--- config.mk ---
export PLATFORM = sky130hd
export DESIGN_NAME = timer_counter_pair
export DESIGN_NICKNAME = d
export VERILOG_FILES = /design/src/timer_pkg.sv /design/src/timer_counter_pair.sv /design/src/count_source.sv
export SDC_FILE = /design/constraint.sdc
export NUM_CORES = 1
export LEC_CHECK = 0
export BUFFER_PORTS_ARGS = -buffer_cell sky130_fd_sc_hd__buf_4
export CAP_MARGIN = 5
export CELL_PAD_IN_SITES_DETAIL_PLACEMENT = 1
export CELL_PAD_IN_SITES_GLOBAL_PLACEMENT = 1
export CORE_MARGIN = 5
export CORE_UTILIZATION = 43
export CTS_BUF_LIST = sky130_fd_sc_hd__clkbuf_4
export CTS_CLUSTER_SIZE = 28
export DETAILED_ROUTE_END_ITERATION = 12
export PLACE_DENSITY = 0.82
export SLEW_MARGIN = 20
export SYNTH_ARGS = -nofsm -noshare
export SYNTH_HDL_FRONTEND = slang
export SYNTH_SLANG_ARGS = --single-unit
--- constraint.sdc ---
create_clock -name CLK -period 2.8 [get_ports CLK]
set_input_delay 0.28 -clock CLK [delete_from_list [all_inputs] [get_ports CLK]]
set_output_delay 0.28 -clock CLK [all_outputs]
set_load 0.01 [all_outputs]
--- src/timer_pkg.sv ---
package timer_pkg;

   // one peripheral cycle is six clocks
   localparam int PER_CYCLE_CLKS = 6;
   localparam logic [2:0] PRESCALE_LAST = 3'(PER_CYCLE_CLKS - 1);

   // register byte addresses
   localparam logic [7:0] CONTROL_OFFSET = 8'h00;
   localparam logic [7:0] MODE_OFFSET = 8'h04;
   localparam logic [7:0] T0_LOW_OFFSET = 8'h08;
   localparam logic [7:0] T0_HIGH_OFFSET = 8'h0C;
   localparam logic [7:0] T1_LOW_OFFSET = 8'h10;
   localparam logic [7:0] T1_HIGH_OFFSET = 8'h14;
   localparam logic [7:0] IRQ_ENABLE_OFFSET = 8'h18;

   // control register bit positions
   localparam int EXT0_TYPE_BIT = 0;
   localparam int EXT0_EDGE_BIT = 1;
   localparam int EXT1_TYPE_BIT = 2;
   localparam int EXT1_EDGE_BIT = 3;
   localparam int T0_RUN_BIT = 4;
   localparam int T0_OVF_BIT = 5;
   localparam int T1_RUN_BIT = 6;
   localparam int T1_OVF_BIT = 7;

   // mode register: timer 0 in the low nibble, timer 1 in the high one
   localparam int T0_CFG_LSB = 0;
   localparam int T1_CFG_LSB = 4;

   // interrupt enable register bit positions
   localparam int T0_IRQ_EN_BIT = 1;
   localparam int T1_IRQ_EN_BIT = 3;
   localparam int GLOBAL_IRQ_EN_BIT = 7;

   // reset values
   localparam logic [7:0] CONTROL_RESET = 8'h00;
   localparam logic [7:0] MODE_RESET = 8'h00;
   localparam logic [7:0] COUNT_RESET = 8'h00;
   localparam logic [7:0] IRQ_ENABLE_RESET = 8'h00;

   // bus responses
   localparam logic [1:0] RESP_OKAY = 2'h0;
   localparam logic [1:0] RESP_SLVERR = 2'h2;

   typedef enum logic [1:0] {
      MODE_PRESCALED = 2'h0,
      MODE_CASCADE = 2'h1,
      MODE_RELOAD = 2'h2,
      MODE_SPLIT = 2'h3
   } timer_mode_type;

   // one nibble of the mode register
   typedef struct packed {
      logic gate;
      logic counter_select;
      timer_mode_type mode;
   } timer_cfg_type;

   typedef struct packed {
      logic [7:0] high;
      logic [7:0] low;
   } count_type;

   typedef struct packed {
      count_type count;
      logic overflow;
   } step_type;

   // one count step for modes 0, 1 and 2; mode 3 holds the count
   function automatic step_type step_count(count_type c, timer_mode_type m,
                                           logic inc);
      step_type s;
      s.count = c;
      s.overflow = 1'b0;
      if (inc)
      begin
         case (m)
            MODE_PRESCALED:
            begin
               // upper three low-byte bits left untouched
               s.count.low[4:0] = c.low[4:0] + 5'h01;
               if (c.low[4:0] == 5'h1F)
               begin
                  s.count.high = c.high + 8'h01;
                  s.overflow = (c.high == 8'hFF);
               end
            end
            MODE_CASCADE:
            begin
               // low byte carry feeds the high byte
               s.count = count_type'({c.high, c.low} + 16'h0001);
               s.overflow = ({c.high, c.low} == 16'hFFFF);
            end
            MODE_RELOAD:
            begin
               // reload from high byte, high byte kept
               if (c.low == 8'hFF)
               begin
                  s.count.low = c.high;
                  s.overflow = 1'b1;
               end
               else
               begin
                  s.count.low = c.low + 8'h01;
               end
            end
            default:
            begin
               s.count = c;
            end
         endcase
      end
      return s;
   endfunction

endpackage

--- src/timer_counter_pair.sv ---
// Implementation choices: the register addresses and the AXI4-Lite slave port.
`timescale 1ns/1ps
// Notes on behaviour
// - timer 0 mode 2 counts low byte, reloads it from high byte on overflow.
// - high byte write in mode 2 sets next reload, low count untouched.
// - timer 0 mode 3 low byte is its own 8-bit timer with timer 0 controls.
// - timer 0 mode 3 high byte counts clock/6, timer 1 run, sets timer 1 flag.
// - timer 1 in mode 3 stops and holds its count.
// - timer 1 uses upper mode nibble and control bits 6, 7.
// - gate clear lets run enable counting; gate set adds that timer's interrupt pin.
// - timer 1 rollover to zero sets timer 1 overflow flag unless timer 0 is in mode 3.
// - mode 0 is 13-bit: 5-bit prescaler carries into high byte.
// - mode 1 is a 16-bit cascade of low and high bytes.
// - timer 1 mode 2 reloads low byte from high byte on overflow.
// - modes 0 to 2 count clock or pin per counter-select bit.
// - each overflow flag set per overflow, cleared on vectoring.
// - request reaches processor only with timer and global enable set.
// - timer 1 overflows feed serial port baud clock.
// - timer mode counts once per six-clock peripheral cycle.
// - counter mode counts a high-then-low pair of per-cycle pin samples.
// - gate set: timer 1 counts only while pin high, and run set unless timer 0 is in mode 3.
// - timer 0 uses lower mode nibble and control bits 4, 5.
module timer_counter_pair
   import timer_pkg::*;
(
   // clock and reset
   input wire logic CLK,
   input wire logic SRST,
   // write address channel
   input wire logic AWVALID,
   output logic AWREADY,
   input wire logic [7:0] AWADDR,
   // write data channel
   input wire logic WVALID,
   output logic WREADY,
   input wire logic [31:0] WDATA,
   input wire logic [3:0] WSTRB,
   // write response channel
   output logic BVALID,
   input wire logic BREADY,
   output logic [1:0] BRESP,
   // read address channel
   input wire logic ARVALID,
   output logic ARREADY,
   input wire logic [7:0] ARADDR,
   // read data channel
   output logic RVALID,
   input wire logic RREADY,
   output logic [31:0] RDATA,
   output logic [1:0] RRESP,
   // external pins
   input wire logic TIMER0_PIN,
   input wire logic TIMER1_PIN,
   input wire logic EXT_IRQ0_N,
   input wire logic EXT_IRQ1_N,
   // interrupt controller
   input wire logic TIMER0_ACK,
   input wire logic TIMER1_ACK,
   output logic TIMER0_IRQ,
   output logic TIMER1_IRQ,
   // serial port baud source
   output logic BAUD_TICK
);

   logic [2:0] prescale;
   logic [2:0] next_prescale;
   logic tick;

   logic aw_held, next_aw_held, w_held, next_w_held;
   logic [7:0] aw_addr, next_aw_addr;
   logic [7:0] w_data, next_w_data;
   logic w_lane, next_w_lane;
   logic next_awready, next_wready, next_bvalid, next_arready, next_rvalid;
   logic [1:0] next_bresp, next_rresp;
   logic [31:0] next_rdata;
   logic wr_fire;

   logic [7:0] control, next_control;
   logic [7:0] mode_reg, next_mode_reg;
   logic [7:0] irq_en, next_irq_en;
   count_type t0, next_t0, t1, next_t1;
   logic ext0_prev, ext1_prev;
   logic next_irq0, next_irq1, next_baud;

   timer_cfg_type cfg0, cfg1;
   logic t0_split, inc0, inc1, t1_run;
   logic low_ovf, split_high_ovf, t0_ovf_set, t1_ovf_set;
   step_type step0, step1;

   // true for every address that holds a register
   function automatic logic is_mapped(logic [7:0] a);
      case (a)
         CONTROL_OFFSET, MODE_OFFSET, T0_LOW_OFFSET, T0_HIGH_OFFSET,
         T1_LOW_OFFSET, T1_HIGH_OFFSET, IRQ_ENABLE_OFFSET: return 1'b1;
         default: return 1'b0;
      endcase
   endfunction

   // peripheral cycle divider
   always_comb
   begin
      next_prescale = (prescale == PRESCALE_LAST) ? 3'h0 : prescale + 3'h1;
   end

   always_ff @(posedge CLK)
   begin
      if (SRST)
         prescale <= 3'h0;
      else
         prescale <= next_prescale;
   end

   assign tick = (prescale == PRESCALE_LAST);

   // configuration nibbles
   assign cfg0 = timer_cfg_type'(mode_reg[T0_CFG_LSB +: 4]);
   assign cfg1 = timer_cfg_type'(mode_reg[T1_CFG_LSB +: 4]);
   assign t0_split = (cfg0.mode == MODE_SPLIT);
   // run bit is lent to timer 0 high byte in split mode
   assign t1_run = t0_split ? 1'b1 : control[T1_RUN_BIT];

   // event sources for both timers
   count_source src0 (
      .clk(CLK),
      .srst(SRST),
      .tick(tick),
      .run(control[T0_RUN_BIT]),
      .gate(cfg0.gate),
      .gate_pin_level(EXT_IRQ0_N),
      .counter_select(cfg0.counter_select),
      .count_pin(TIMER0_PIN),
      .inc(inc0)
   );

   count_source src1 (
      .clk(CLK),
      .srst(SRST),
      .tick(tick),
      .run(t1_run),
      .gate(cfg1.gate),
      .gate_pin_level(EXT_IRQ1_N),
      .counter_select(cfg1.counter_select),
      .count_pin(TIMER1_PIN),
      .inc(inc1)
   );

   // bus channels: address and data taken in either order
   always_comb
   begin
      next_aw_held = aw_held;
      next_aw_addr = aw_addr;
      next_w_held = w_held;
      next_w_data = w_data;
      next_w_lane = w_lane;
      next_bvalid = BVALID;
      next_bresp = BRESP;
      next_rvalid = RVALID;
      next_rdata = RDATA;
      next_rresp = RRESP;
      wr_fire = aw_held & w_held & ~BVALID;
      if (AWVALID && AWREADY)
      begin
         next_aw_held = 1'b1;
         next_aw_addr = AWADDR;
      end
      if (WVALID && WREADY)
      begin
         next_w_held = 1'b1;
         next_w_data = WDATA[7:0];
         next_w_lane = WSTRB[0];
      end
      if (wr_fire)
      begin
         next_aw_held = 1'b0;
         next_w_held = 1'b0;
         next_bvalid = 1'b1;
         next_bresp = is_mapped(aw_addr) ? RESP_OKAY : RESP_SLVERR;
      end
      else if (BVALID && BREADY)
      begin
         next_bvalid = 1'b0;
      end
      if (ARVALID && ARREADY)
      begin
         // counts readable at any moment
         next_rvalid = 1'b1;
         next_rresp = is_mapped(ARADDR) ? RESP_OKAY : RESP_SLVERR;
         case (ARADDR)
            CONTROL_OFFSET: next_rdata = {24'h000000, control};
            MODE_OFFSET: next_rdata = {24'h000000, mode_reg};
            T0_LOW_OFFSET: next_rdata = {24'h000000, t0.low};
            T0_HIGH_OFFSET: next_rdata = {24'h000000, t0.high};
            T1_LOW_OFFSET: next_rdata = {24'h000000, t1.low};
            T1_HIGH_OFFSET: next_rdata = {24'h000000, t1.high};
            IRQ_ENABLE_OFFSET: next_rdata = {24'h000000, irq_en};
            default: next_rdata = 32'h00000000;
         endcase
      end
      else if (RVALID && RREADY)
      begin
         next_rvalid = 1'b0;
      end
      // one transfer per direction in flight
      next_awready = ~next_aw_held & ~next_bvalid;
      next_wready = ~next_w_held & ~next_bvalid;
      next_arready = ~next_rvalid;
   end

   always_ff @(posedge CLK)
   begin
      if (SRST)
      begin
         aw_held <= 1'b0;
         aw_addr <= 8'h00;
         w_held <= 1'b0;
         w_data <= 8'h00;
         w_lane <= 1'b0;
         AWREADY <= 1'b0;
         WREADY <= 1'b0;
         BVALID <= 1'b0;
         BRESP <= RESP_OKAY;
         ARREADY <= 1'b0;
         RVALID <= 1'b0;
         RDATA <= 32'h00000000;
         RRESP <= RESP_OKAY;
      end
      else
      begin
         aw_held <= next_aw_held;
         aw_addr <= next_aw_addr;
         w_held <= next_w_held;
         w_data <= next_w_data;
         w_lane <= next_w_lane;
         AWREADY <= next_awready;
         WREADY <= next_wready;
         BVALID <= next_bvalid;
         BRESP <= next_bresp;
         ARREADY <= next_arready;
         RVALID <= next_rvalid;
         RDATA <= next_rdata;
         RRESP <= next_rresp;
      end
   end

   // counting, software writes, flags and requests
   always_comb
   begin
      step0 = step_count(t0, cfg0.mode, inc0);
      step1 = step_count(t1, cfg1.mode, inc1); // mode 3 holds
      low_ovf = 1'b0;
      split_high_ovf = 1'b0;
      next_t0 = step0.count;
      next_t1 = step1.count;
      if (t0_split)
      begin
         // low byte on timer 0 controls
         next_t0.low = inc0 ? t0.low + 8'h01 : t0.low;
         low_ovf = inc0 & (t0.low == 8'hFF);
         // high byte always on the divided clock, timer 1 run
         if (tick && control[T1_RUN_BIT])
         begin
            next_t0.high = t0.high + 8'h01;
            split_high_ovf = (t0.high == 8'hFF);
         end
      end
      t0_ovf_set = t0_split ? low_ovf : step0.overflow;
      // split high byte takes over the timer 1 flag
      t1_ovf_set = t0_split ? split_high_ovf : step1.overflow;
      next_control = control;
      next_mode_reg = mode_reg;
      next_irq_en = irq_en;
      // software store; high byte write leaves low count
      if (wr_fire && w_lane)
      begin
         case (aw_addr)
            CONTROL_OFFSET: next_control = w_data;
            MODE_OFFSET: next_mode_reg = w_data;
            T0_LOW_OFFSET: next_t0.low = w_data;
            T0_HIGH_OFFSET: next_t0.high = w_data;
            T1_LOW_OFFSET: next_t1.low = w_data;
            T1_HIGH_OFFSET: next_t1.high = w_data;
            IRQ_ENABLE_OFFSET: next_irq_en = w_data;
            default: next_control = control;
         endcase
      end
      // ack clears, a same-cycle overflow still sets
      next_control[T0_OVF_BIT] = (next_control[T0_OVF_BIT] & ~TIMER0_ACK)
                                 | t0_ovf_set;
      next_control[T1_OVF_BIT] = (next_control[T1_OVF_BIT] & ~TIMER1_ACK)
                                 | t1_ovf_set;
      // edge type latches a fall, level type latches a low pin
      next_control[EXT0_EDGE_BIT] = next_control[EXT0_EDGE_BIT]
         | (control[EXT0_TYPE_BIT] ? (ext0_prev & ~EXT_IRQ0_N) : ~EXT_IRQ0_N);
      next_control[EXT1_EDGE_BIT] = next_control[EXT1_EDGE_BIT]
         | (control[EXT1_TYPE_BIT] ? (ext1_prev & ~EXT_IRQ1_N) : ~EXT_IRQ1_N);
      // timer and global enable both needed
      next_irq0 = next_control[T0_OVF_BIT] & next_irq_en[T0_IRQ_EN_BIT]
                  & next_irq_en[GLOBAL_IRQ_EN_BIT];
      next_irq1 = next_control[T1_OVF_BIT] & next_irq_en[T1_IRQ_EN_BIT]
                  & next_irq_en[GLOBAL_IRQ_EN_BIT];
      // baud source sees timer 1 overflows even without a flag
      next_baud = step1.overflow;
   end

   always_ff @(posedge CLK)
   begin
      if (SRST)
      begin
         control <= CONTROL_RESET;
         mode_reg <= MODE_RESET;
         irq_en <= IRQ_ENABLE_RESET;
         t0 <= {COUNT_RESET, COUNT_RESET};
         t1 <= {COUNT_RESET, COUNT_RESET};
         ext0_prev <= 1'b1;
         ext1_prev <= 1'b1;
         TIMER0_IRQ <= 1'b0;
         TIMER1_IRQ <= 1'b0;
         BAUD_TICK <= 1'b0;
      end
      else
      begin
         control <= next_control;
         mode_reg <= next_mode_reg;
         irq_en <= next_irq_en;
         t0 <= next_t0;
         t1 <= next_t1;
         ext0_prev <= EXT_IRQ0_N;
         ext1_prev <= EXT_IRQ1_N;
         TIMER0_IRQ <= next_irq0;
         TIMER1_IRQ <= next_irq1;
         BAUD_TICK <= next_baud;
      end
   end

endmodule

--- src/count_source.sv ---
`timescale 1ns/1ps
module count_source
   import timer_pkg::*;
(
   // clock and reset
   input wire logic clk,
   input wire logic srst,
   // peripheral cycle strobe
   input wire logic tick,
   // controls
   input wire logic run,
   input wire logic gate,
   input wire logic gate_pin_level,
   input wire logic counter_select,
   // external count pin
   input wire logic count_pin,
   // one increment
   output logic inc
);

   logic sample;
   logic next_sample;
   logic enabled;
   logic source_event;

   // pin sampled once per peripheral cycle
   always_comb
   begin
      next_sample = sample;
      if (tick)
      begin
         next_sample = count_pin;
      end
   end

   // reset to low so no false edge follows reset
   always_ff @(posedge clk)
   begin
      if (srst)
         sample <= 1'b0;
      else
         sample <= next_sample;
   end

   // gate open only while the interrupt pin is high
   assign enabled = run & (~gate | gate_pin_level);
   // high then low across two samples is one count
   assign source_event = counter_select ? (sample & ~count_pin) : 1'b1;
   assign inc = tick & enabled & source_event;

endmodule

==> results.tsv, run 1 <==
stage	metric	value	unit
routing	vias per std cell	6.21	
clock_tree	root buf cell	clkbuf_4	
final_layout	largest registers	t0 x16, t1 x16	
min_path	Min-Delay Endpoint	w_data[4]	
logic_synthesis	Synth Flop Type	dfxtp_1	
routing	Routed WL	22.8	mm
routing	1st-pass router iterations	5	
setup_path	Crit Path Category	reg2reg	
timing	Tmin final	2.59	ns
timing	final cycle utilization of the critical path	92.6	%
setup_path	R2R Path Start	t0[1]	
global_route	global-route wire length before repair	35.7	mm
clock_tree	CTS H-tree depth	3	
setup_path	slowest CP cell	a2111oi_0	
final_layout	Design Area, Final	7120	µm²
logic_synthesis	library cells used by synthesis	84	
timing	Post-Route Skew	0.0430	ns
logic_synthesis	Cells after Synth	799	
final_layout	# nets final	933	
placed_design	placed cell areas	6810	µm²
setup_path	Startpoint Class	flip-flop	
run	Max-Cap Viols	0	
global_route	gr usage total	26.8	%
timing	Slew Viols, Final	0	
clock_tree	Post CTS Setup Buffer Count	0	
global_route	total gr overflow	0	
setup_path	cell family with most CP delay	compound AO/OA/AOI/OAI gates	
routing	Avg WL per Cell	21.9	µm
timing	slew margin rel.	54.6	%
final_layout	synth-to-layout area growth	13.0	%
routing	First DRT Iteration DRCs	556	
setup_path	WP buf/inv	1	
global_route	met1 global-route usage	34.0	%
routing	post-route ant nets	0	
floorplanning	Rows	44	
floorplanning	Core Area	14500	µm²
power	Max VDD drop	0.265	mV
clock_tree	Worst-path clk slew	0.17	ns
timing	Fin Setup TNS	0	ns
placed_design	Port Buf Inserts	55	
setup_path	FF-to-FF path depth	8	
setup_path	worst stage delay on the critical path	0.64	ns
placed_design	HPWL after DPL	16.4	mm
global_route	vias in the first global route	6523	
placed_design	RD Place Congestion	0.949	
floorplanning	die area	17200	µm²
floorplanning	Initial Utilization	43.5	%
setup_path	Crit Path Max Fanout	8	
final_layout	fill cell count	1807	
min_path	Worst Hold Depth	3	
setup_path	WP data arrival	2.97	ns
min_path	hold_sp	WDATA[4]	
timing	Setup-failing EPs final	0	
timing	Hold Fails Final Rpt	0	
min_path	min-delay worst type	in2reg	
final_layout	layout cells sized above 1	14.7	%
floorplanning	Chip Width	131	µm
clock_tree	Clock Sinks	100	
logic_synthesis	fraction of registers with async set/reset	0	%
floorplanning	Ports	109	
floorplanning	die height	131	µm
logic_synthesis	Netlist Area Pre-Place	6300	µm²
global_route	met2 Use GR	44.1	%
clock_tree	TritonCTS buffer count	9	
setup_path	CP Depth	8	
timing	pin slew with the least headroom to its limit	0.680	ns
logic_synthesis	Yosys reg bits	100	
timing	Max Freq	386	MHz
timing	RSZ-0062 raised after global routing	no	
global_route	met3 Resource Use GR	6.30	%
power	Pleak	2.72	nW
status	status	finished, final reports clean	
clock_tree	clk buf depth	2	
setup_path	R2R setup slack	0.21	ns
clock_tree	Clock Latency Late Sink	0.51	ns
clock_tree	CTS resizes	0	
logic_synthesis	Seq/Total Area, Yosys	31.8	%
global_route	initial antenna violation count	0	
routing	DRC	0	
power	PwrDens	357	nW/µm²
clock_tree	CTS tree	done	
setup_path	Critical R2R Capture	t0[3]	
global_route	grt peak-use layer	met2	
setup_path	CP Capture Type	flip-flop	
routing	via count	6467	
logic_synthesis	Post-synth EDFFs	0	
global_route	largest net degree at the start of global routing	52	
logic_synthesis	Syn Area/Cell	7.88	µm²
logic_synthesis	Ys Warns	0	
setup_path	Worst Path Required	3.18	ns
setup_path	crit-path cells	ha_1, and3_1, buf_4, nand2_2, a2111oi_0, o31ai_1, a21oi_1, a211oi_1	
[report_power, final]
part	switching, mW	internal [mW]	total, mW
Sequential	0.0551	1.46	1.51
Clock	0.573	0.204	0.777
Combinational	0.141	0.114	0.254
[repair_timing]
item,4_1_cts,5_1_grt
endpoints found under the setup margin,0,0
endpoints found under the hold margin,17,0
hold buffers,17,0
[metal layers]
metal / routed length [µm] / vias up / share of wire [%]
li1: - / 2977 / -
met1: 9300 / 3168 / 41
met2: 11100 / 256 / 49
met3: 1600 / 66 / 7.0
met4: 782 / 0 / 3.4
met5: 0 / - / 0
[Yosys cell counts (7+ instances only)]
cell	count	area, µm²
nand3_1	32	160
a21oi_1	48	240
o211ai_1	12	90.1
nor4_1	9	56.3
xnor2_1	7	61.3
a22o_1	10	87.6
buf_2	9	45.0
a31oi_1	21	131
nor2b_1	10	62.6
nand2b_1	11	68.8
nand4_1	12	75.1
mux2_2	7	78.8
buf_4	27	203
a32oi_1	7	61.3
dfxtp_1	100	2000
and2_1	13	81.3
nor2_1	66	248
a22oi_1	7	52.6
nand2_1	99	372
mux2i_1	30	300
nor3_1	20	100
inv_1	20	75.1
ha_1	17	213
clkbuf_1	38	143
and3_1	10	62.6
o21ai_0	36	180
a211oi_1	12	90.1
[per-stage QoR]
step | utilization [%] | hold slack, ns | setup WS [ns] | power, mW | cells
global placement | 47.1 | 0.438 | 0.384 | 1.76 | 1007
detailed placement | 47.1 | 0.457 | 0.283 | 1.77 | 1007
floorplan | - | 0.387 | 0.727 | 1.69 | 824
CTS | 49.2 | 0.00489 | 0.240 | 2.57 | 1040
global route | 49.2 | 0.0198 | 0.0922 | 2.66 | 1040
finish | 49.2 | 0.0468 | 0.207 | 2.54 | 1041
[cell type report]
class	count	area (µm²)	share of cell area, %
antenna	1	2.50	0.0351
multi-input combinational	622	3880	54.6
sequential	100	2000	28.1
clock inverter	7	67.6	0.949
timing repair buffer	98	791	11.1
clock buffer	9	67.6	0.949
inverter	20	75.1	1.05
tap	184	230	3.23
[worst max path at each step]
| stage | slack [ns] | to | start |
|---|---|---|---|
| after floorplan | 0.73 | t1[1] | t1[0] |
| after global placement | 0.38 | t0[3] | t0[1] |
| after detailed placement | 0.28 | t0[3] | t0[1] |
| after CTS | 0.24 | t0[3] | t0[1] |
| after global routing | 0.09 | t0[3] | t0[1] |
| final | 0.21 | t0[3] | t0[1] |
[cell families after synthesis]
kind of cell	share of synthesized area, %
AO/OA/AOI/OAI	23.1
XOR/XNOR	1.39
adder cells (fa/ha/maj)	3.38
buffers and inverters	8.04
flip-flops	31.8
multiplexers	6.38
other	0.0595
AND/OR/NAND/NOR	25.9
[worst min-delay path, cell delays in order]
cell and delay [ns]:
buf_4 0.11, nand2_1 0.05, a21oi_1 0.05
[placed cells by master, fill, tap and decap left out, types with 4 or more instances in the layout]
cell type	count
nand4_1	12
and2_1	13
nor2b_1	10
dlygate4sd3_1	17
o22ai_1	4
o211ai_1	12
a2111oi_0	4
dfxtp_1	100
xnor2_1	7
clkbuf_4	9
ha_1	17
nor2_1	66
a221o_1	4
conb_1	26
a32oi_1	7
a21oi_1	48
o21bai_1	5
a31oi_1	21
nand2_1	99
nand2b_1	11
nor3_1	20
a22oi_1	7
or2_2	4
inv_1	20
nand3_1	32
nor4_1	9
and4_1	5
mux2_2	7
or3_1	4
mux2i_1	30
a22o_1	10
buf_4	80
and3_1	10
o21ai_0	36
nor3b_1	4
a211oi_1	12
No activity file was read; power rests on OpenSTA's default activity.
==> inputs of run 2 (changes only) <==
==> config.mk (replaced) <==
export PLATFORM = sky130hd
export DESIGN_NAME = timer_counter_pair
export DESIGN_NICKNAME = d
export VERILOG_FILES = /design/src/timer_pkg.sv /design/src/timer_counter_pair.sv /design/src/count_source.sv
export SDC_FILE = /design/constraint.sdc
export NUM_CORES = 1
export LEC_CHECK = 0
export BUFFER_PORTS_ARGS = -buffer_cell sky130_fd_sc_hd__buf_4
export CAP_MARGIN = 40
export CORE_MARGIN = 5
export CORE_UTILIZATION = 57
export CTS_CLUSTER_SIZE = 28
export DETAILED_ROUTE_END_ITERATION = 12
export PLACE_DENSITY = 0.8
export SLEW_MARGIN = 20
export SYNTH_ARGS = -nofsm -noshare
export SYNTH_HDL_FRONTEND = slang
export SYNTH_SLANG_ARGS = --single-unit
==> run 2 against run 1 <==
Net effect:
- count of clock-buffer cells in the layout rose by 1
- sequential share of layout area rose by 0.88 points
- largest power group unchanged
- first-iteration DRC count rose by 32%
- register-to-register slack improved by 0.10 ns
- die area fell by 23%
==> results.tsv, run 2 (synthesis gave the netlist of run 1 again) <==
stage	metric	value	unit
floorplanning	die area	13300	µm²
floorplanning	Chip Width	115	µm
timing	Hold Fails Final Rpt	0	
timing	Fin Setup TNS	0	ns
placed_design	Port Buf Inserts	55	
routing	First DRT Iteration DRCs	732	
clock_tree	CTS resizes	0	
routing	vias per std cell	6.45	
power	PwrDens	385	nW/µm²
global_route	largest net degree at the start of global routing	57	
floorplanning	Core Area	10800	µm²
global_route	initial antenna violation count	0	
routing	1st-pass router iterations	6	
placed_design	HPWL after DPL	14.0	mm
routing	DRC	0	
setup_path	WP data arrival	2.77	ns
setup_path	Crit Path Category	reg2reg	
final_layout	# nets final	912	
timing	pin slew with the least headroom to its limit	0.898	ns
global_route	global-route wire length before repair	31.0	mm
clock_tree	TritonCTS buffer count	9	
floorplanning	Initial Utilization	58.1	%
placed_design	RD Place Congestion	0.972	
min_path	min-delay worst type	in2reg	
clock_tree	Worst-path clk slew	0.10	ns
power	Max VDD drop	0.321	mV
routing	via count	6288	
final_layout	layout cells sized above 1	14.6	%
routing	Routed WL	19.3	mm
setup_path	Startpoint Class	flip-flop	
timing	Tmin final	2.49	ns
timing	Setup-failing EPs final	0	
timing	Slew Viols, Final	0	
global_route	total gr overflow	0	
floorplanning	Rows	38	
timing	RSZ-0062 raised after global routing	no	
run	Max-Cap Viols	0	
setup_path	Crit Path Max Fanout	8	
clock_tree	CTS tree	done	
floorplanning	Ports	109	
clock_tree	clk buf depth	2	
clock_tree	CTS H-tree depth	3	
final_layout	commonest non-fill, non-tap cell in the layout	dfxtp_1	
timing	Max Freq	402	MHz
global_route	vias in the first global route	6065	
power	Pleak	2.65	nW
routing	post-route ant nets	0	
clock_tree	Post CTS Setup Buffer Count	0	
timing	final cycle utilization of the critical path	88.9	%
clock_tree	Clock Latency Late Sink	0.39	ns
clock_tree	Clock Sinks	100	
final_layout	fin util	63.7	%
final_layout	largest registers	t0 x16, t1 x16	
setup_path	CP Capture Type	flip-flop	
routing	Avg WL per Cell	19.8	µm
timing	slew margin rel.	39.7	%
final_layout	most frequent cells in the layout	dfxtp_1 (100), nand2_1 (99), buf_4 (77), nor2_1 (66), a21oi_1 (48)	
setup_path	Worst Path Required	3.08	ns
final_layout	synth-to-layout area growth	9.61	%
timing	Post-Route Skew	0.0113	ns
clock_tree	post-cts hold buffer count	0	
final_layout	diodes inserted	0	
clock_tree	root buf cell	clkbuf_8	
status	status	finished, final reports clean	
floorplanning	die height	115	µm
global_route	gr usage total	29.5	%
## run 2: cell types whose count changed in the layout (fill, tap and decap cells not counted), sizes merged
cell,delta
dlygate4sd3,-17
clkinvlp,+1
clkbuf,+1
inv,+1
diode,-1
clkinv,-3
buf,-4
## run 2: worst max-delay path, stage by stage (launching register included)
cell	delay (ns)
dfxtp_1	0.48
ha_1	0.23
and3_1	0.32
nand2_2	0.19
a2111oi_0	0.76
o31ai_1	0.15
a21oi_1	0.18
a211oi_1	0.08
## run 2: through the flow
step | setup WS [ns] | power, mW | instances | instance area [µm²] | hold slack (ns)
6_report | 0.310 | 2.66 | 975 | 6910 | 0.103
3_3_place_gp | 0.445 | 1.75 | 959 | 6720 | 0.438
3_5_place_dp | 0.382 | 1.76 | 959 | 6720 | 0.457
4_1_cts | 0.342 | 2.66 | 975 | 6910 | 0.0931
5_1_grt | 0.101 | 2.75 | 975 | 6910 | 0.0981
2_1_floorplan | 0.727 | 1.69 | 824 | 6390 | 0.387
## run 2: layout make-up
cell class | count | area, µm²
clock buffers | 10 | 138
clock inverters | 6 | 52.6
fillers | 984 | 3940
inverters | 20 | 75.1
multi-input cells | 622 | 3880
flip-flops and latches | 100 | 2000
well taps | 140 | 175
repair buffers | 77 | 578
## run 2: path summary, 6_finish.rpt
check              start     endpoint  slack, ns  cells after the start
min           EXT_IRQ0_N    ext0_prev       0.10                      2
max                t0[1]        t0[3]       0.31                      7
max reg2reg        t0[1]        t0[3]       0.31                      7
min reg2reg  src1.sample  src1.sample       0.47                      2
## run 2: power breakdown
group	internal, mW	leakage, nW	switching [mW]
clock	0.365	0.0971	0.566
sequential	1.45	0.811	0.0535
combinational	0.0960	1.74	0.127
total	1.92	2.65	0.746
## run 2: metal layers
layer  vias to the layer above  part of all wire (%)  track usage [%]
li1                       2929                     -                -
met1                      2973                    41             38.8
met2                       318                    46             46.6
met3                        68                   8.1             4.89
met4                         0                   4.3             15.0
met5                         -                     0                0
==> inputs of run 3 (changes only) <==
--- a/config.mk
+++ b/config.mk
@@ -6,12 +6,15 @@
 export NUM_CORES = 1
 export LEC_CHECK = 0
 export BUFFER_PORTS_ARGS = -buffer_cell sky130_fd_sc_hd__buf_4
-export CAP_MARGIN = 40
+export CAP_MARGIN = 15
+export CELL_PAD_IN_SITES_DETAIL_PLACEMENT = 0
+export CELL_PAD_IN_SITES_GLOBAL_PLACEMENT = 1
 export CORE_MARGIN = 5
-export CORE_UTILIZATION = 57
+export CORE_UTILIZATION = 43
+export CTS_BUF_LIST = sky130_fd_sc_hd__clkbuf_2 sky130_fd_sc_hd__clkbuf_4 sky130_fd_sc_hd__clkbuf_8
 export CTS_CLUSTER_SIZE = 28
 export DETAILED_ROUTE_END_ITERATION = 12
-export PLACE_DENSITY = 0.8
+export PLACE_DENSITY = 0.82
 export SLEW_MARGIN = 20
 export SYNTH_ARGS = -nofsm -noshare
 export SYNTH_HDL_FRONTEND = slang
==> run 3 against run 2 <==
Net effect:
- worst hold slack gained 0.0018 ns
- final cell count rose by 4.9%
- sequential power barely moved
- total power grew 4.6%
- die area is 30% higher
- wire length increased by 3.8%
- critical path depth up 1
- utilization is 15 points lower
- highest routed layer unchanged
==> results.tsv, run 3 (synthesis gave the netlist of run 1 again) <==
stage	metric	value	unit
final_layout	commonest non-fill, non-tap cell in the layout	dfxtp_1	
setup_path	critical path startpoint	t0[1]	
min_path	min-delay worst type	in2reg	
timing	pin slew with the least headroom to its limit	0.703	ns
routing	Avg WL per Cell	19.6	µm
global_route	total gr overflow	0	
final_layout	layout cells sized above 1	15.0	%
floorplanning	Chip Width	131	µm
clock_tree	CTS resizes	0	
timing	slew margin rel.	53.1	%
floorplanning	Core Area	14500	µm²
global_route	vias in the first global route	5659	
floorplanning	Rows	44	
power	PwrDens	396	nW/µm²
timing	RSZ-0062 raised after global routing	no	
routing	1st-pass router iterations	5	
clock_tree	clk buf depth	2	
run	Max-Cap Viols	0	
setup_path	CP Capture Type	flip-flop	
status	status	finished, final reports clean	
timing	Tmin final	2.51	ns
timing	Max Freq	398	MHz
final_layout	synth-to-layout area growth	11.7	%
final_layout	most frequent cells in the layout	dfxtp_1 (100), nand2_1 (99), buf_4 (80), nor2_1 (66), a21oi_1 (48)	
routing	DRC	0	
timing	Hold Fails Final Rpt	0	
clock_tree	Worst-path clk slew	0.11	ns
clock_tree	root buf cell	clkbuf_8	
placed_design	Port Buf Inserts	55	
timing	Post-Route Skew	0.0134	ns
clock_tree	Clock Sinks	100	
power	Pleak	2.69	nW
clock_tree	post-cts hold buffer count	0	
clock_tree	CTS tree	done	
power	Max VDD drop	0.373	mV
setup_path	Crit Path Max Fanout	8	
floorplanning	die area	17200	µm²
min_path	hold_sp	EXT_IRQ0_N	
global_route	global-route wire length before repair	31.0	mm
global_route	initial antenna violation count	0	
setup_path	Worst Path Required	3.06	ns
routing	Routed WL	20.1	mm
global_route	largest net degree at the start of global routing	52	
setup_path	Startpoint Class	flip-flop	
setup_path	WP data arrival	2.77	ns
timing	Fin Setup TNS	0	ns
final_layout	diodes inserted	0	
clock_tree	Post CTS Setup Buffer Count	0	
final_layout	largest registers	t0 x16, t1 x16	
setup_path	FF-to-FF path depth	8	
final_layout	# nets final	916	
clock_tree	TritonCTS buffer count	9	
routing	via count	6218	
setup_path	R2R Path Start	t0[1]	
global_route	gr usage total	23.2	%
routing	post-route ant nets	0	
placed_design	HPWL after DPL	14.5	mm
floorplanning	die height	131	µm
timing	final cycle utilization of the critical path	89.7	%
routing	First DRT Iteration DRCs	666	
floorplanning	Initial Utilization	43.5	%
placed_design	RD Place Congestion	0.949	
timing	Setup-failing EPs final	0	
min_path	Worst Hold Depth	2	
setup_path	Crit Path Category	reg2reg	
timing	Slew Viols, Final	0	
floorplanning	Ports	109	
clock_tree	CTS H-tree depth	3	
timing	Fin Hold WS	0.105	ns
clock_tree	Clock Latency Late Sink	0.39	ns
routing	vias per std cell	6.08	
run 3: through the flow:
step / instances / utilization [%] / power, mW / area (µm²) / setup slack, ns
finish: 1023 / 48.6 / 2.78 / 7040 / 0.287
global route: 1023 / 48.6 / 2.90 / 7040 / 0.133
floorplan: 824 / - / 1.69 / 6390 / 0.727
detailed placement: 1007 / 47.1 / 1.76 / 6810 / 0.412
CTS: 1023 / 48.6 / 2.81 / 7040 / 0.392
global placement: 1007 / 47.1 / 1.76 / 6810 / 0.384
run 3: layout make-up:
type	instances	area (µm²)
Clock buffer	9	124
Clock inverter	7	100
Fill cell	1438	7440
Inverter	20	75.1
Multi-Input combinational cell	622	3880
Sequential cell	100	2000
Tap cell	184	230
Timing Repair Buffer	81	621
run 3: critical path, cell delays in order, from the launching register on:
cell,delay [ns]
dfxtp_1,0.49
ha_1,0.23
and3_1,0.29
buf_4,0.18
nand2_2,0.13
a2111oi_0,0.65
o31ai_1,0.15
a21oi_1,0.17
a211oi_1,0.08
run 3: worst paths after layout:
kind         slack, ns     endpoint
max reg2reg       0.29        t0[3]
max               0.29        t0[3]
min               0.10    ext0_prev
min reg2reg       0.46  src0.sample
run 3: per-layer routing:
| layer | vias to the layer above | GRT usage (%) | share of wire, % |
|---|---|---|---|
| met5 | - | 0 | 0 |
| met4 | 0 | 6.90 | 2.0 |
| met3 | 31 | 5.45 | 7.6 |
| met2 | 261 | 37.2 | 47 |
| met1 | 2969 | 31.1 | 43 |
| li1 | 2957 | - | - |
run 3: power by group:
part | internal (mW) | switching [mW]
sequential | 1.45 | 0.0538
combinational | 0.0980 | 0.128
clock | 0.444 | 0.606
total | 2.00 | 0.787
